File: config.mk
export PLATFORM = sky130hd
export DESIGN_NAME = calsu_unit
export DESIGN_NICKNAME = d
export VERILOG_FILES = /design/src/logic/calsu_pkg.sv /design/src/logic/calsu_unit.sv
export SDC_FILE = /design/constraint.sdc
export NUM_CORES = 1
export LEC_CHECK = 0
export ABC_AREA = 1
export BUFFER_PORTS_ARGS = -buffer_cell sky130_fd_sc_hd__buf_4
export CAP_MARGIN = 40
export CORE_ASPECT_RATIO = 1.5
export CORE_MARGIN = 10
export CORE_UTILIZATION = 30
export DETAILED_ROUTE_END_ITERATION = 8
export PLACE_DENSITY = 0.43
export SLEW_MARGIN = 0
export SYNTH_ARGS = -nofsm -noshare
export SYNTH_HDL_FRONTEND = slang
export SYNTH_SLANG_ARGS = --single-unit
File: constraint.sdc
create_clock -name clk_sys_i -period 36.7 [get_ports clk_sys_i]
set_input_delay 7.34 -clock clk_sys_i [delete_from_list [all_inputs] [get_ports clk_sys_i]]
set_output_delay 7.34 -clock clk_sys_i [all_outputs]
set_load 0.05 [all_outputs]
File: src/logic/calsu_pkg.sv
/*
  Package for the arithmetic, logic and shift unit: operation codes,
  flag positions, step and decimal fix constants and reset values.
  Assumes the decoder maps each instruction onto one calsu_op_e value.
*/
package calsu_pkg;
  typedef enum logic [4:0] {
    OP_NONE,
    OP_ADD,
    OP_SUB,
    OP_ADD_WITH_CARRY,
    OP_SUBTRACT_WITH_BORROW,
    OP_PLUS_ONE,
    OP_MINUS_ONE_OP,
    OP_WORD_SMALL_STEP_PLUS,
    OP_WORD_SMALL_STEP_MINUS,
    OP_DECIMAL_FIX_AFTER_ADD,
    OP_DECIMAL_FIX_AFTER_SUB,
    OP_UNSIGNED_MULTIPLY,
    OP_UNSIGNED_DIVIDE,
    OP_COMPARE_OP,
    OP_NEGATE,
    OP_AND,
    OP_OR,
    OP_XOR,
    OP_NOT,
    OP_ARITH_SHIFT_LEFT,
    OP_ARITH_SHIFT_RIGHT,
    OP_LOGIC_SHIFT_LEFT,
    OP_LOGIC_SHIFT_RIGHT,
    OP_ROTATE_LEFT,
    OP_ROTATE_RIGHT,
    OP_ROTATE_LEFT_VIA_CARRY,
    OP_ROTATE_RIGHT_VIA_CARRY
  } calsu_op_e;

  // Flag positions inside the condition code byte
  localparam int FLAG_C = 0;
  localparam int FLAG_V = 1;
  localparam int FLAG_Z = 2;
  localparam int FLAG_N = 3;
  localparam int FLAG_H = 5;

  localparam logic [15:0] RESULT_RST = 16'h0000;
  localparam logic [7:0] CCR_RST = 8'h00;
  localparam logic [15:0] STEP_ONE = 16'h0001;
  localparam logic [15:0] STEP_TWO = 16'h0002;
  localparam logic [7:0] BCD_LOW_FIX = 8'h06;
  localparam logic [7:0] BCD_HIGH_FIX = 8'h60;
endpackage

File: src/logic/calsu_unit.sv
/*
  Arithmetic, logic and shift datapath of the processor core.
  Assumes the decoder presents one operation per cycle with start_i high,
  operands already read from the register file, and writes result_o back
  to the destination when wr_en_o is high. One cycle latency.
*/
`timescale 1ns/10ps
module calsu_unit (
  input wire logic clk_sys_i,
  input wire logic sys_rst_i,
  input wire logic start_i,
  input wire calsu_pkg::calsu_op_e op_i,
  input wire logic word_i,
  input wire logic imm_i,
  input wire logic [15:0] dst_i,
  input wire logic [15:0] src_i,
  input wire logic [7:0] ccr_i,
  output logic [15:0] result_o,
  output logic [7:0] ccr_o,
  output logic wr_en_o,
  output logic done_o,
  output logic illegal_o
);
  logic [15:0] result_ff;
  logic [15:0] nxt_result;
  logic [7:0] ccr_ff;
  logic [7:0] nxt_ccr;
  logic wr_en_ff;
  logic nxt_wr_en;
  logic done_ff;
  logic nxt_done;
  logic illegal_ff;
  logic nxt_illegal;

  always_comb
  begin
    logic [16:0] sum;
    logic [8:0] bsum;
    logic [4:0] hsum;
    logic [7:0] a;
    logic [7:0] b;
    logic [7:0] r8;
    logic [7:0] fix;
    logic cin;
    logic bad;
    logic sub;
    logic arith;
    logic logic_op;
    logic cout;
    sum = 17'h00000;
    bsum = 9'h000;
    hsum = 5'h00;
    a = dst_i[7:0];
    b = src_i[7:0];
    r8 = 8'h00;
    fix = 8'h00;
    cin = ccr_i[calsu_pkg::FLAG_C];
    bad = 1'b0;
    sub = 1'b0;
    arith = 1'b0;
    logic_op = 1'b0;
    cout = 1'b0;
    nxt_result = dst_i;
    nxt_ccr = ccr_i;
    nxt_wr_en = start_i;
    nxt_done = start_i;
    unique case (op_i)
      calsu_pkg::OP_ADD, calsu_pkg::OP_SUB, calsu_pkg::OP_COMPARE_OP:
      begin
        sub = (op_i != calsu_pkg::OP_ADD);
        bad = (word_i && imm_i) || (op_i == calsu_pkg::OP_SUB && imm_i);
        arith = 1'b1;
      end
      calsu_pkg::OP_ADD_WITH_CARRY, calsu_pkg::OP_SUBTRACT_WITH_BORROW:
      begin
        sub = (op_i == calsu_pkg::OP_SUBTRACT_WITH_BORROW);
        bad = word_i;
        arith = 1'b1;
      end
      calsu_pkg::OP_PLUS_ONE, calsu_pkg::OP_MINUS_ONE_OP:
      begin
        sub = (op_i == calsu_pkg::OP_MINUS_ONE_OP);
        b = 8'h01;
        bad = word_i;
        arith = 1'b1;
      end
      calsu_pkg::OP_WORD_SMALL_STEP_PLUS, calsu_pkg::OP_WORD_SMALL_STEP_MINUS:
      begin
        bad = (src_i != calsu_pkg::STEP_ONE) && (src_i != calsu_pkg::STEP_TWO);
        if (op_i == calsu_pkg::OP_WORD_SMALL_STEP_PLUS)
          nxt_result = dst_i + src_i;
        else
          nxt_result = dst_i - src_i;
      end
      calsu_pkg::OP_DECIMAL_FIX_AFTER_ADD, calsu_pkg::OP_DECIMAL_FIX_AFTER_SUB:
      begin
        cout = ccr_i[calsu_pkg::FLAG_C];
        if (ccr_i[calsu_pkg::FLAG_H] || (op_i == calsu_pkg::OP_DECIMAL_FIX_AFTER_ADD
            && a[3:0] > 4'h9))
          fix = calsu_pkg::BCD_LOW_FIX;
        if (cout || (op_i == calsu_pkg::OP_DECIMAL_FIX_AFTER_ADD && a > 8'h99))
        begin
          fix = fix | calsu_pkg::BCD_HIGH_FIX;
          cout = 1'b1;
        end
        r8 = (op_i == calsu_pkg::OP_DECIMAL_FIX_AFTER_ADD) ? a + fix : a - fix;
        nxt_result = {dst_i[15:8], r8};
        nxt_ccr[calsu_pkg::FLAG_C] = cout;
        logic_op = 1'b1;
      end
      calsu_pkg::OP_UNSIGNED_MULTIPLY:
        nxt_result = {8'h00, a} * {8'h00, b};
      calsu_pkg::OP_UNSIGNED_DIVIDE:
      begin
        // Divide by zero leaves the destination unchanged and flags it
        bad = (b == 8'h00);
        if (!bad)
          nxt_result = {8'((dst_i % {8'h00, b})), 8'((dst_i / {8'h00, b}))};
      end
      calsu_pkg::OP_NEGATE:
      begin
        a = 8'h00;
        b = dst_i[7:0];
        sub = 1'b1;
        arith = 1'b1;
      end
      calsu_pkg::OP_AND, calsu_pkg::OP_OR, calsu_pkg::OP_XOR, calsu_pkg::OP_NOT:
      begin
        unique case (op_i)
          calsu_pkg::OP_AND: r8 = a & b;
          calsu_pkg::OP_OR: r8 = a | b;
          calsu_pkg::OP_XOR: r8 = a ^ b;
          default: r8 = ~a;
        endcase
        nxt_result = {dst_i[15:8], r8};
        nxt_ccr[calsu_pkg::FLAG_V] = 1'b0;
        logic_op = 1'b1;
      end
      calsu_pkg::OP_ARITH_SHIFT_LEFT, calsu_pkg::OP_LOGIC_SHIFT_LEFT,
      calsu_pkg::OP_ROTATE_LEFT, calsu_pkg::OP_ROTATE_LEFT_VIA_CARRY:
      begin
        cout = a[7];
        unique case (op_i)
          calsu_pkg::OP_ROTATE_LEFT: r8 = {a[6:0], a[7]};
          calsu_pkg::OP_ROTATE_LEFT_VIA_CARRY: r8 = {a[6:0], cin};
          default: r8 = {a[6:0], 1'b0};
        endcase
        nxt_result = {dst_i[15:8], r8};
        nxt_ccr[calsu_pkg::FLAG_C] = cout;
        nxt_ccr[calsu_pkg::FLAG_V] = 1'b0;
        logic_op = 1'b1;
      end
      calsu_pkg::OP_ARITH_SHIFT_RIGHT, calsu_pkg::OP_LOGIC_SHIFT_RIGHT,
      calsu_pkg::OP_ROTATE_RIGHT, calsu_pkg::OP_ROTATE_RIGHT_VIA_CARRY:
      begin
        cout = a[0];
        unique case (op_i)
          calsu_pkg::OP_ARITH_SHIFT_RIGHT: r8 = {a[7], a[7:1]};
          calsu_pkg::OP_ROTATE_RIGHT: r8 = {a[0], a[7:1]};
          calsu_pkg::OP_ROTATE_RIGHT_VIA_CARRY: r8 = {cin, a[7:1]};
          default: r8 = {1'b0, a[7:1]};
        endcase
        nxt_result = {dst_i[15:8], r8};
        nxt_ccr[calsu_pkg::FLAG_C] = cout;
        nxt_ccr[calsu_pkg::FLAG_V] = 1'b0;
        logic_op = 1'b1;
      end
      default:
      begin
        nxt_wr_en = 1'b0;
        nxt_done = 1'b0;
      end
    endcase
    if (arith && word_i && !bad)
    begin
      sum = sub ? {1'b0, dst_i} - {1'b0, src_i} : {1'b0, dst_i} + {1'b0, src_i};
      nxt_result = sum[15:0];
      nxt_ccr[calsu_pkg::FLAG_C] = sum[16];
      nxt_ccr[calsu_pkg::FLAG_V] = sub ? (dst_i[15] ^ src_i[15]) & (dst_i[15] ^ sum[15])
                                       : ~(dst_i[15] ^ src_i[15]) & (dst_i[15] ^ sum[15]);
      nxt_ccr[calsu_pkg::FLAG_Z] = (sum[15:0] == 16'h0000);
      nxt_ccr[calsu_pkg::FLAG_N] = sum[15];
    end
    else if (arith && !bad)
    begin
      // Carry only enters the with-carry pair; plus one and minus one keep C
      cin = cin && (op_i == calsu_pkg::OP_ADD_WITH_CARRY
                    || op_i == calsu_pkg::OP_SUBTRACT_WITH_BORROW);
      bsum = sub ? {1'b0, a} - {1'b0, b} - {8'h00, cin} : {1'b0, a} + {1'b0, b} + {8'h00, cin};
      hsum = sub ? {1'b0, a[3:0]} - {1'b0, b[3:0]} - {4'h0, cin}
                 : {1'b0, a[3:0]} + {1'b0, b[3:0]} + {4'h0, cin};
      nxt_result = {dst_i[15:8], bsum[7:0]};
      if (op_i != calsu_pkg::OP_PLUS_ONE && op_i != calsu_pkg::OP_MINUS_ONE_OP)
        nxt_ccr[calsu_pkg::FLAG_C] = bsum[8];
      nxt_ccr[calsu_pkg::FLAG_H] = hsum[4];
      nxt_ccr[calsu_pkg::FLAG_V] = sub ? (a[7] ^ b[7]) & (a[7] ^ bsum[7])
                                       : ~(a[7] ^ b[7]) & (a[7] ^ bsum[7]);
      // With-carry ops only ever clear Z so multi-byte zero tests chain
      if (op_i == calsu_pkg::OP_ADD_WITH_CARRY || op_i == calsu_pkg::OP_SUBTRACT_WITH_BORROW)
        nxt_ccr[calsu_pkg::FLAG_Z] = ccr_i[calsu_pkg::FLAG_Z] && (bsum[7:0] == 8'h00);
      else
        nxt_ccr[calsu_pkg::FLAG_Z] = (bsum[7:0] == 8'h00);
      nxt_ccr[calsu_pkg::FLAG_N] = bsum[7];
    end
    else if (logic_op)
    begin
      nxt_ccr[calsu_pkg::FLAG_Z] = (r8 == 8'h00);
      nxt_ccr[calsu_pkg::FLAG_N] = r8[7];
    end
    if (op_i == calsu_pkg::OP_COMPARE_OP || bad)
      nxt_result = dst_i;
    if (op_i == calsu_pkg::OP_COMPARE_OP || bad)
      nxt_wr_en = 1'b0;
    if (bad)
      nxt_ccr = ccr_i;
    nxt_illegal = start_i && bad;
    if (!start_i)
    begin
      nxt_result = result_ff;
      nxt_ccr = ccr_ff;
      nxt_wr_en = 1'b0;
      nxt_done = 1'b0;
    end
  end

  always_ff @(posedge clk_sys_i)
  begin
    if (sys_rst_i)
    begin
      result_ff <= calsu_pkg::RESULT_RST;
      ccr_ff <= calsu_pkg::CCR_RST;
      wr_en_ff <= 1'b0;
      done_ff <= 1'b0;
      illegal_ff <= 1'b0;
    end
    else
    begin
      result_ff <= nxt_result;
      ccr_ff <= nxt_ccr;
      wr_en_ff <= nxt_wr_en;
      done_ff <= nxt_done;
      illegal_ff <= nxt_illegal;
    end
  end

  assign result_o = result_ff;
  assign ccr_o = ccr_ff;
  assign wr_en_o = wr_en_ff;
  assign done_o = done_ff;
  assign illegal_o = illegal_ff;

  chk_imm_sub_refused: assert property (@(posedge clk_sys_i) disable iff (sys_rst_i)
    start_i && op_i == calsu_pkg::OP_SUB && imm_i |=> illegal_o && !wr_en_o)
    else $error("immediate subtract was not refused");
  chk_word_imm_refused: assert property (@(posedge clk_sys_i) disable iff (sys_rst_i)
    start_i && word_i && imm_i && op_i == calsu_pkg::OP_ADD |=> illegal_o)
    else $error("word immediate add was not refused");
  chk_carry_added: assert property (@(posedge clk_sys_i) disable iff (sys_rst_i)
    start_i && op_i == calsu_pkg::OP_ADD_WITH_CARRY && !word_i |=>
    result_o[7:0] == 8'($past(dst_i[7:0]) + $past(src_i[7:0]) + 8'($past(ccr_i[0]))))
    else $error("add with carry result wrong");
  chk_step_value: assert property (@(posedge clk_sys_i) disable iff (sys_rst_i)
    start_i && op_i == calsu_pkg::OP_WORD_SMALL_STEP_PLUS && src_i > 16'h0002 |=> illegal_o)
    else $error("small step of illegal size accepted");
  chk_mul_product: assert property (@(posedge clk_sys_i) disable iff (sys_rst_i)
    start_i && op_i == calsu_pkg::OP_UNSIGNED_MULTIPLY |=>
    result_o == $past(dst_i[7:0]) * $past(src_i[7:0]) && wr_en_o)
    else $error("multiply product wrong");
  chk_cmp_no_write: assert property (@(posedge clk_sys_i) disable iff (sys_rst_i)
    start_i && op_i == calsu_pkg::OP_COMPARE_OP |=> !wr_en_o && done_o)
    else $error("compare wrote a result");
  chk_neg_value: assert property (@(posedge clk_sys_i) disable iff (sys_rst_i)
    start_i && op_i == calsu_pkg::OP_NEGATE && !word_i |=>
    result_o[7:0] == 8'(8'h00 - $past(dst_i[7:0])))
    else $error("negate result wrong");
  chk_not_value: assert property (@(posedge clk_sys_i) disable iff (sys_rst_i)
    start_i && op_i == calsu_pkg::OP_NOT |=> result_o[7:0] == ~$past(dst_i[7:0]))
    else $error("not result wrong");
  chk_sar_sign: assert property (@(posedge clk_sys_i) disable iff (sys_rst_i)
    start_i && op_i == calsu_pkg::OP_ARITH_SHIFT_RIGHT |=>
    result_o[7] == $past(dst_i[7]) && ccr_o[0] == $past(dst_i[0]))
    else $error("arithmetic right shift lost sign or carry");
  chk_rotc_carry: assert property (@(posedge clk_sys_i) disable iff (sys_rst_i)
    start_i && op_i == calsu_pkg::OP_ROTATE_LEFT_VIA_CARRY |=>
    ccr_o[0] == $past(dst_i[7]) && result_o[0] == $past(ccr_i[0]))
    else $error("rotate via carry wrong");
  cov_word_add: cover property (@(posedge clk_sys_i) start_i && word_i && op_i == calsu_pkg::OP_ADD);
  cov_divide: cover property (@(posedge clk_sys_i) start_i && op_i == calsu_pkg::OP_UNSIGNED_DIVIDE);
  cov_illegal: cover property (@(posedge clk_sys_i) illegal_o);
endmodule

-- Word-level counts from Yosys, hierarchy flattened
Index checks and enable logic that the tools add are counted.
- register bits after elaboration: 27
- latch bits: 0
- bits in writable memories: 0
- memory bits (read-only): 0
- bits of input ports: 50
- output and inout bits: 27
- word-level logic and storage cells: 145
- memories: 0
- add/sub/neg operators: 14
- multipliers: 1
- divide/modulo/power cells: 2
- order comparisons: 2
- equal/unequal tests: 31
- shifts and indexed selects: 0
- muxes and demuxes: 38
- bitwise logic cells: 15
- reduce and logical (&&, ||, !) cells: 37
- operator list (operator ; number):
    case mux 16 bit (7 select lines) ; 1
    2-to-1 mux 16 bit ; 5
    equality test 5 bit, second input constant ; 11
    case mux 8 bit (3 select lines) ; 2
    equality test 5 x 4 -> 1 bit, second input constant ; 8
    case mux 8 bit (4 select lines) ; 1
    OR reduction 26 bit ; 1
    zero test 8 bit ; 3
    2-to-1 mux 8 bit ; 3
    equality test 5 x 3 -> 1 bit, second input constant ; 4
    adder 16 x 16 -> 17 bit ; 1
    2-to-1 mux 17 bit ; 1
    subtractor 16 x 16 -> 17 bit ; 1
    adder 16 bit ; 1
    divider 16 x 8 -> 16 bit ; 1
    zero test 16 bit ; 1
    remainder unit 16 x 8 -> 16 bit ; 1
    multiplier 8 x 8 -> 16 bit ; 1
    != test 16 x 1 -> 1 bit, second input constant ; 1
    != test 16 x 2 -> 1 bit, second input constant ; 1
    case mux 8 bit (2 select lines) ; 1
    OR reduction 4 bit ; 4
    subtractor 16 bit ; 1
    OR reduction 14 bit ; 1
    41 further kinds ; 84

-- Longest topological paths before layout
Gate-level depths: netlist of the first run.
- depth in word-level cells: 14
- gate-level depth with buffers: 209

-- Worst setup path before layout of the first run
OpenSTA, ideal clock, no wires.
- path kind: input port to flip-flop
- from: input src_i[0]
- to: register result_ff[10] (netlist: result_o[10])
- arrival time: 32.953 ns
- setup slack: 3.625 ns
- stages on the path: 192
- path through: clkbuf_1 > inv_1 > ha_1 > inv_1 > nor2_1 > nand3_1 > and2_1 > ha_1 > o21ai_0 > nand2_1 > nand2_1 > nand2_1 > nand2_1 > ha_1 > nand2_1 > nand3b_1 > nand2_1 > nand2_1 > [... 156 more ...] > ha_1 > nand2_1 > o21ai_0 > a21oi_1 > o21ai_0 > a211o_1 > a21oi_1 > nand2_1 > nor2_1 > nand3_1 > nor2_4 > nand2_1 > nand3_1 > nand2_1 > o21ai_1 > nand2_1 > nand2_1 > a21oi_2
- cells in the longest elaborated chain, start to end: 8
- elaborated cells on any way between the ends: 22
- classes of those cells: 4 x add/sub; 1 x mul; 1 x div; 2 x eq/ne; 8 x mux; 6 x reduce/logical
- RTL lines (what ; line ; text):
    start, declared ; calsu_unit.sv:16 ; input wire logic [15:0] src_i,
    branches (longest 7 deep; another with remainder unit 16 x 8 -> 16 bit) ; -- ;
    2-to-1 mux 16 bit (*) ; calsu_unit.sv:210 ; if (op_i == calsu_pkg::OP_COMPARE_OP || bad)
    end signal, assigned ; calsu_unit.sv:230 ; result_ff <= calsu_pkg::RESULT_RST;
    end signal, assigned ; calsu_unit.sv:238 ; result_ff <= nxt_result;
    end, declared ; calsu_unit.sv:24 ; logic [15:0] result_ff;
Every way passes the cells marked *.
A chain may end at the register's enable or synchronous reset.

-- Final worst setup path of the first run
Ends and elaborated chain as after synthesis.

==> flow_summary_export.csv, run 1 <==
group,metric,value,unit
status,outcome,"finished, final reports clean",
worst_hold_path,holdPathEnd,"ccr_o[3]$_SDFFE_PP0P_",
worst_setup_path,critical-path-max-stage-delay,0.41,ns
clock_tree,clock_path_buffers,2,
worst_setup_path,cp_slowest_cell,"ha_1",
worst_setup_path,crit_fanout,17,
global_route,grt_max_degree,37,
logic_synthesis,synth_edf_count,0,
global_route,grt_pass1_vias,15293,
logic_synthesis,synthesis.nets,2654,
logic_synthesis,synth.distinct_cells,59,
logic_synthesis,synthCells,2346,
logic_synthesis,syn_avg_cell_area,5.99,µm²
route,firstDrtPassIters,5,
logic_synthesis,ys_seq_area_share,3.85,%
clock_tree,ctsHoldBuffers,0,
floorplanning,die_w,197,µm
timing,fmax,29.5,MHz
timing,finalSetupViolCount,0,
timing,relSlewSlack,42.1,%
logic_synthesis,async_flop_share,0,%
route,routed_wl,57.6,mm
timing,fin_crit,33.93,ns
worst_hold_path,hp-class,"reg -> reg",
timing,max_slew.worst_pin.slew,0.859,ns
timing,finalCritPeriodShare,92.4,%
clock_tree,cts_root_buffer,"clkbuf_16",
cells_and_area,final_cells,3008,
route,drcViolationCount,0,
timing,hold_viol,0,
route,drt_iter0_drc,714,
floorplanning,core_area,46500,µm²
floorplanning,dieHeight,285,µm
clock_tree,path_clk_slew,0.07,ns
worst_setup_path,r2r_setup_slack,36.03,ns
cells_and_area,fin_area,15700,µm²
cells_and_area,area_growth_syn_to_layout,11.9,%
logic_synthesis,ys_ff_latch,27,
logic_synthesis,synthFlopType,"dfxtp_1",
worst_hold_path,hold_start,"ccr_o[3]$_SDFFE_PP0P_",
route,vias,15401,
cells_and_area,drive_above_1_share,10.4,%
placement,dpl.hpwl,47.1,mm
floorplanning,fp.dieArea,56100,µm²
global_route,track_usage,19.7,%
floorplanning,io_pins,77,
timing,drv_slew,0,
worst_hold_path,min_path_cells,2,
timing,fin_skew,0,ns
global_route,antenna_found_initial,1,
worst_setup_path,cp-end-kind,"flip-flop",
worst_setup_path,rr_startpoint,"result_o[6]$_SDFFE_PP0P_",
logic_synthesis,yosys_warnings,0,
floorplanning,initial_core_util,30.2,%
global_route,gr-total-overflow,0,
clock_tree,cts_made_buffers,3,
worst_setup_path,required,36.90,ns
route,vias_per_cell,5.12,
placement,portBuffers,76,
timing,hold_ws,0.469,ns
logic_synthesis,netlist_area,14000,µm²
worst_setup_path,crit_type,"in -> reg",
worst_setup_path,r2r_cells,2,
route,routedWlPerCell,19.1,µm
placement,routabilityCongestion,0.954,
worst_setup_path,startpoint_type,"input port",
cells_and_area,n_fill_cell,5250,
clock_tree,clock_sinks,27,
worst_setup_path,crit_arrival,34.13,ns
logic_synthesis,ys_top_cells_by_area,"ha_1 (19%), nand2_1 (15%), inv_1 (9.7%)",
worst_setup_path,cpMostUsedCell,"nand2_1",
logic_synthesis,synth_top_area_share,19.1,%
floorplanning,rows,97,
flow_run,max-cap-violations,0,
global_route,grt_first_pass_wirelength,87.3,mm
clock_tree,clock_latency,0.26,ns
logic_synthesis,synth_most_common_cell,"nand2_1",
cells_and_area,final_util,33.8,%
route,drt.antenna.violating_nets,0,
clock_tree,tritoncts,"yes",
clock_tree,htreeDepth,1,
cells_and_area,antenna_cells,0,
worst_setup_path,r2r_end,"result_o[6]$_SDFFE_PP0P_",
placement,dpl_cell_area,15300,µm²
placement,dp_cells,2974,
logic_synthesis,synth.largest_area_cell,"ha_1",
logic_synthesis,synth_common_cells,"nand2_1 (575), inv_1 (362), ha_1 (214)",
cells_and_area,nets,2723,
[metrics by stage]
step	setup TNS (ns)	worst slack (ns)
2_1_floorplan	0	3.62
3_3_place_gp	0	0.663
3_5_place_dp	0	0.101
4_1_cts	0	0.297
5_1_grt	-0.0392	-0.0392
6_report	0	2.77
[sequential cells by signal (all words and copies together), names as in the netlist]
| signal | count |
|---|---|
| done_o | 1 |
| ccr_o | 8 |
| illegal_o | 1 |
| result_o | 16 |
| wr_en_o | 1 |
[area by class of cell]
class | instances | area [µm²] | area share [%]
clock inverter | 1 | 7.51 | 0.0478
multi-input combinational | 1869 | 11900 | 75.7
inverter | 387 | 1480 | 9.42
timing repair inverter | 1 | 5.00 | 0.0318
clock buffer | 3 | 75.1 | 0.478
tap | 594 | 743 | 4.73
sequential | 27 | 541 | 3.44
timing repair buffer | 126 | 972 | 6.19
[cell families after synthesis]
logic type	Yosys count	synth area share [%]
compound gates	450	19.0
flops	27	3.85
buf+inv	452	12.3
fa+ha+maj	258	25.3
mux	1	0.0712
simple gates	1056	33.1
xor+xnor	102	6.41
[worst max-delay path: cells and delay by family]
kind	cells	cell delay, ns
buffers and inverters	26	2.66
adder cells (fa/ha/maj)	16	5.16
XOR/XNOR	1	0.16
AO/OA/AOI/OAI	54	8.27
AND/OR/NAND/NOR	95	10.46
[worst max path at each step]
stage | from | end | slack (ns) | depth (start not counted)
after floorplan | src_i[0] | result_o[10]$_SDFFE_PP0P_ | 3.62 | 192
after global placement | src_i[7] | result_o[10]$_SDFFE_PP0P_ | 0.66 | 185
after detailed placement | src_i[7] | result_o[10]$_SDFFE_PP0P_ | 0.10 | 184
after CTS | src_i[7] | result_o[10]$_SDFFE_PP0P_ | 0.30 | 184
after global routing | src_i[0] | result_o[10]$_SDFFE_PP0P_ | -0.04 | 194
final | src_i[0] | result_o[10]$_SDFFE_PP0P_ | 2.77 | 192
[layout by cell type, fill, tap and decap left out, types with 26 or more instances in the layout]
cell type	count
a21oi_1	124
buf_4	120
dfxtp_1	27
fa_1	44
ha_1	214
inv_1	357
nand2_1	575
nand2_2	26
nand3_1	117
nand4_1	28
nor2_1	200
o21ai_0	157
xnor2_1	40
xor2_1	61
[layer usage]
| layer | vias to the layer above | GRT usage, % | routed length (µm) | part of all wire [%] |
|---|---|---|---|---|
| met4 | 2 | 6.93 | 2300 | 4.0 |
| met3 | 104 | 1.41 | 1960 | 3.4 |
| li1 | 7805 | - | - | - |
| met1 | 7159 | 21.1 | 22200 | 39 |
| met5 | - | 0 | 7 | 0.012 |
| met2 | 331 | 38.9 | 31100 | 54 |
[repair_timing]
action                     CTS  global route
hold endpoints to repair     0             0
buffers inserted             0            27
resized for setup            0            37
setup endpoints to repair    0            10
Power of run 1 is not shown: default switching activity piles up to over one toggle a cycle in this logic, so the estimate is an artifact.
==> run 2: changes to the inputs <==
- ABC_AREA: 1 -> unset
==> run 2 against run 1 <==
Sequential share of layout area fell by 0.065 points. Highest routed layer unchanged. Non-clock buffer count rose by 73. Flip-flop and latch count did not move. Final area rose by 1.9%. Critical path type unchanged.
==> flow_summary_export.csv, run 2 <==
group,metric,value,unit
route,drt.antenna.violating_nets,0,
global_route,antenna_found_initial,1,
global_route,grt_max_degree,47,
timing,max_slew.worst_pin.slew,0.900,ns
timing,hold_viol,0,
cells_and_area,layout_commonest_cell,"ha_1",
worst_setup_path,cp_slowest_cell,"or4_1",
timing,finalCritPeriodShare,95.5,%
worst_setup_path,setup.worst_path.end,"result_o[12]$_SDFFE_PP0P_",
worst_setup_path,r2r_setup_slack,35.56,ns
logic_synthesis,synth.distinct_cells,95,
placement,portBuffers,76,
logic_synthesis,syn_avg_cell_area,7.21,µm²
timing,finalSetupViolCount,0,
clock_tree,path_clk_slew,0.08,ns
cells_and_area,nets,2318,
logic_synthesis,synthFlopType,"dfxtp_1",
floorplanning,io_pins,77,
logic_synthesis,synth_common_cells,"ha_1 (214), nor2_1 (185), a21oi_1 (158)",
logic_synthesis,synth_edf_count,0,
logic_synthesis,ys_seq_area_share,3.98,%
global_route,grt_first_pass_wirelength,88.0,mm
timing,fin_skew,0,ns
route,vias,14845,
clock_tree,clock_sinks,27,
worst_setup_path,crit_arrival,35.23,ns
placement,routabilityCongestion,0.931,
cells_and_area,antenna_cells,0,
route,routed_wl,58.8,mm
cells_and_area,area_growth_syn_to_layout,17.8,%
global_route,gr-total-overflow,0,
timing,relSlewSlack,39.6,%
route,drcViolationCount,0,
worst_setup_path,cpMostUsedCell,"o21a_1",
logic_synthesis,synth_top_area_share,19.7,%
route,firstDrtPassIters,6,
worst_setup_path,crit_fanout,14,
worst_setup_path,required,36.87,ns
worst_setup_path,r2r_end,"result_o[13]$_SDFFE_PP0P_",
logic_synthesis,synthCells,1885,
logic_synthesis,synth.largest_area_cell,"ha_1",
floorplanning,core_area,44800,µm²
global_route,grt_pass1_vias,14857,
worst_setup_path,r2r_cells,4,
worst_setup_path,critical-path-max-stage-delay,0.51,ns
worst_setup_path,rr_startpoint,"result_o[13]$_SDFFE_PP0P_",
logic_synthesis,netlist_area,13600,µm²
floorplanning,rows,95,
status,outcome,"finished, final reports clean",
worst_setup_path,cp-end-kind,"flip-flop",
floorplanning,initial_core_util,30.3,%
placement,pre_cts_ws,-0.694,ns
route,routedWlPerCell,22.7,µm
clock_tree,tritoncts,"yes",
route,vias_per_cell,5.73,
placement,dpl.hpwl,47.2,mm
clock_tree,cts_made_buffers,3,
logic_synthesis,ys_ff_latch,27,
flow_run,max-cap-violations,0,
route,drt_iter0_drc,1040,
timing,fin_ws,1.63,ns
clock_tree,cts_root_buffer,"clkbuf_16",
logic_synthesis,async_flop_share,0,%
worst_setup_path,crit_type,"in -> reg",
cells_and_area,mostFrequentLayoutCells,"ha_1 (207), buf_4 (194), nor2_1 (177), nand2_1 (155), a21oi_1 (135)",
worst_setup_path,startpoint_type,"input port",
logic_synthesis,yosys_warnings,0,
cells_and_area,drive_above_1_share,16.9,%
timing,fin_crit,35.07,ns
floorplanning,fp.dieArea,54400,µm²
floorplanning,die_w,194,µm
clock_tree,clock_path_buffers,2,
logic_synthesis,synth_most_common_cell,"ha_1",
logic_synthesis,synthesis.nets,2193,
clock_tree,htreeDepth,1,
timing,setup_tns,0,ns
worst_hold_path,hp-class,"reg -> reg",
clock_tree,clock_latency,0.26,ns
cells_and_area,largest_reg_flops,16,
logic_synthesis,ys_top_cells_by_area,"ha_1 (20%), fa_1 (6.5%), a21oi_1 (5.8%)",
global_route,track_usage,20.4,%
floorplanning,dieHeight,281,µm
worst_setup_path,crit_path_start,"src_i[4]",
timing,fmax,28.5,MHz
timing,drv_slew,0,
==> run 2: how the worst min path moves through the flow <==
stage / from / endpoint / slack, ns / cells after the start
after floorplan: result_o[7]$_SDFFE_PP0P_ / result_o[7]$_SDFFE_PP0P_ / 0.69 / 2
after global placement: result_o[7]$_SDFFE_PP0P_ / result_o[7]$_SDFFE_PP0P_ / 0.46 / 2
after detailed placement: ccr_o[2]$_SDFFE_PP0P_ / ccr_o[2]$_SDFFE_PP0P_ / 0.46 / 2
after CTS: ccr_o[2]$_SDFFE_PP0P_ / ccr_o[2]$_SDFFE_PP0P_ / 0.48 / 2
after global routing: result_o[7]$_SDFFE_PP0P_ / result_o[7]$_SDFFE_PP0P_ / 0.50 / 2
final: result_o[7]$_SDFFE_PP0P_ / result_o[7]$_SDFFE_PP0P_ / 0.47 / 2
==> run 2: layer usage <==
layer	GRT usage (%)	vias to the layer above	wire length [µm]
met1	21.8	7208	22400
met5	0	-	12
met3	1.47	138	2030
met4	8.11	2	2810
met2	40.4	423	31500
li1	-	7074	-
==> run 2: metrics by stage <==
step,std cells,hold slack [ns],utilization (%),instance area (µm²)
2_1_floorplan,1885,0.691,-,13600
3_3_place_gp,2556,0.462,34.1,15300
3_5_place_dp,2559,0.463,34.2,15300
4_1_cts,2563,0.476,34.4,15400
5_1_grt,2591,0.501,35.7,16000
6_report,2591,0.473,35.7,16000
==> run 2: timing repair <==
item	4_1_cts	5_1_grt
hold buffers	0	0
buffers inserted	0	27
setup endpoints to repair	9	10
pin swaps	0	31
gates resized for setup	7	85
cloned	0	1
==> run 2: layout make-up <==
| type | instances | area [µm²] |
|---|---|---|
| Multi-Input combinational cell | 1632 | 12600 |
| Clock inverter | 1 | 8.76 |
| Fill cell | 4807 | 28800 |
| Timing Repair Buffer | 199 | 1500 |
| Sequential cell | 27 | 541 |
| Tap cell | 582 | 728 |
| Clock buffer | 3 | 75.1 |
| Inverter | 147 | 552 |
==> run 2: worst max-delay path, delay by kind of cell <==
kind | cells | cell delay (ns)
mux | 7 | 2.09
fa+ha+maj | 15 | 4.71
buf+inv | 6 | 0.84
compound gates | 75 | 13.29
simple gates | 38 | 6.83
==> run 2: logic make-up (layout without fill, tap and decap cells) <==
family | after synthesis | count (layout) | synth area share (%)
AO/OA/AOI/OAI | 561 | 562 | 27.8
XOR/XNOR | 127 | 127 | 8.24
adder cells (fa/ha/maj) | 258 | 258 | 26.2
buffers and inverters | 227 | 350 | 6.46
flip-flops | 27 | 27 | 3.98
multiplexers | 65 | 65 | 5.28
AND/OR/NAND/NOR | 620 | 620 | 22.1
Power of run 2 is left out for the same reason.
==> run 3: changes to the inputs <==
- PLACE_DENSITY: 0.43 -> 0.51
==> run 3 against run 2 <==
Critical path depth stayed put. Flip-flop and latch count stayed put. Worst hold slack better by 0.0065 ns. Worst setup slack worse by 0.16 ns. Sequential share of layout area hardly changed. Wire length is 4.8% lower. First-iteration DRC count is 18% lower. Highest routed layer is now met4.
==> flow_summary_export.csv, run 3 (synthesized netlist as in run 2, its figures left out) <==
group,metric,value,unit
worst_setup_path,cp_slowest_cell,"or4_1",
cells_and_area,n_fill_cell,4783,
timing,fmax,28.4,MHz
cells_and_area,area_growth_syn_to_layout,18.8,%
route,vias,14735,
worst_setup_path,cp-end-kind,"flip-flop",
clock_tree,cts_made_buffers,3,
clock_tree,htreeDepth,1,
route,firstDrtPassIters,5,
global_route,track_usage,19.4,%
global_route,grt_first_pass_wirelength,84.8,mm
floorplanning,initial_core_util,30.3,%
route,drcViolationCount,0,
worst_hold_path,hp-class,"reg -> reg",
worst_setup_path,crit_fanout,9,
worst_setup_path,startpoint_type,"input port",
cells_and_area,layout_commonest_cell,"ha_1",
global_route,grt_max_degree,47,
cells_and_area,largest_reg_flops,16,
route,drt.antenna.violating_nets,0,
global_route,antenna_found_initial,0,
route,routedWlPerCell,21.6,µm
timing,fin_crit,35.22,ns
cells_and_area,drive_above_1_share,17.1,%
timing,finalSetupViolCount,0,
worst_setup_path,required,36.90,ns
clock_tree,clock_latency,0.26,ns
timing,relSlewSlack,40.7,%
status,outcome,"finished, final reports clean",
clock_tree,path_clk_slew,0.07,ns
placement,dpl.hpwl,45.2,mm
timing,hold_ws,0.480,ns
floorplanning,die_w,194,µm
worst_setup_path,critical-path-max-stage-delay,0.53,ns
clock_tree,clock_sinks,27,
route,vias_per_cell,5.70,
route,drt_iter0_drc,855,
clock_tree,clock_path_buffers,2,
timing,hold_viol,0,
floorplanning,fp.dieArea,54400,µm²
global_route,grt_pass1_vias,15064,
floorplanning,core_area,44800,µm²
floorplanning,io_pins,77,
worst_setup_path,crit_type,"in -> reg",
route,routed_wl,56.0,mm
floorplanning,rows,95,
floorplanning,dieHeight,281,µm
timing,fin_skew,0,ns
placement,routabilityCongestion,0.951,
cells_and_area,antenna_cells,0,
clock_tree,cts_root_buffer,"clkbuf_16",
worst_setup_path,cpMostUsedCell,"o21a_1",
timing,max_slew.worst_pin.slew,0.883,ns
cells_and_area,mostFrequentLayoutCells,"ha_1 (202), buf_4 (185), nor2_1 (178), nand2_1 (154), a21oi_1 (138)",
global_route,gr-total-overflow,0,
cells_and_area,nets,2312,
worst_setup_path,crit_arrival,35.42,ns
placement,portBuffers,76,
clock_tree,tritoncts,"yes",
timing,finalCritPeriodShare,96.0,%
flow_run,max-cap-violations,0,
timing,drv_slew,0,
-- run 3: changes by cell type in the layout (fill, tap and decap cells not counted), moves of 3 or more --
cell and delta:
ha_1 -5, a21oi_1 +3, ha_4 +6, buf_4 -9, a21oi_2 -5
-- run 3: metrics by stage --
| step | util, % | setup TNS (ns) | instance area (µm²) | instances | setup WS, ns |
|---|---|---|---|---|---|
| detailed placement | 33.9 | -6.24 | 15200 | 2539 | -0.829 |
| floorplan | - | 0 | 13600 | 1885 | 0.102 |
| CTS | 34.2 | 0 | 15300 | 2546 | 0.0514 |
| finish | 36.0 | 0 | 16100 | 2585 | 1.48 |
| global route | 36.0 | -1.24 | 16100 | 2585 | -0.201 |
| global placement | 33.8 | -0.325 | 15100 | 2534 | -0.133 |
-- run 3: worst paths after layout --
check | from | to | slack (ns) | cells past startpoint
setup / recovery | src_i[2] | result_o[9]$_SDFFE_PP0P_ | 1.48 | 141
hold / removal | result_o[2]$_SDFFE_PP0P_ | result_o[2]$_SDFFE_PP0P_ | 0.48 | 2
setup reg to reg | result_o[14]$_SDFFE_PP0P_ | result_o[14]$_SDFFE_PP0P_ | 35.57 | 6
hold reg to reg | result_o[2]$_SDFFE_PP0P_ | result_o[2]$_SDFFE_PP0P_ | 0.48 | 2
-- run 3: repair_timing --
action	CTS	global route
setup endpoints to repair	9	10
pin swaps	1	42
endpoints found under the hold margin	0	0
setup buffers	3	39
resized for setup	11	98
hold buffers	0	0
-- run 3: layout make-up --
cell class	count	area (µm²)	share of cell area, %
Multi-Input combinational cell	1631	12700	78.9
Timing Repair Buffer	194	1500	9.30
Tap cell	582	728	4.51
Inverter	147	552	3.42
Sequential cell	27	541	3.35
Clock buffer	4	78.8	0.488
-- run 3: per-layer routing --
metal	vias up	GRT usage (%)	routed length [µm]
li1	7061	-	-
met1	7029	19.9	20600
met2	447	36.6	28800
met3	198	1.99	2310
met4	0	12.8	4310
met5	-	0	0
-- run 3: critical path, delay by kind of cell --
kind	cells	cell delay (ns)
fa+ha+maj	15	4.61
compound gates	72	13.30
mux	7	2.06
buf+inv	11	1.65
simple gates	36	6.39
Power of run 3 is left out for the same reason.
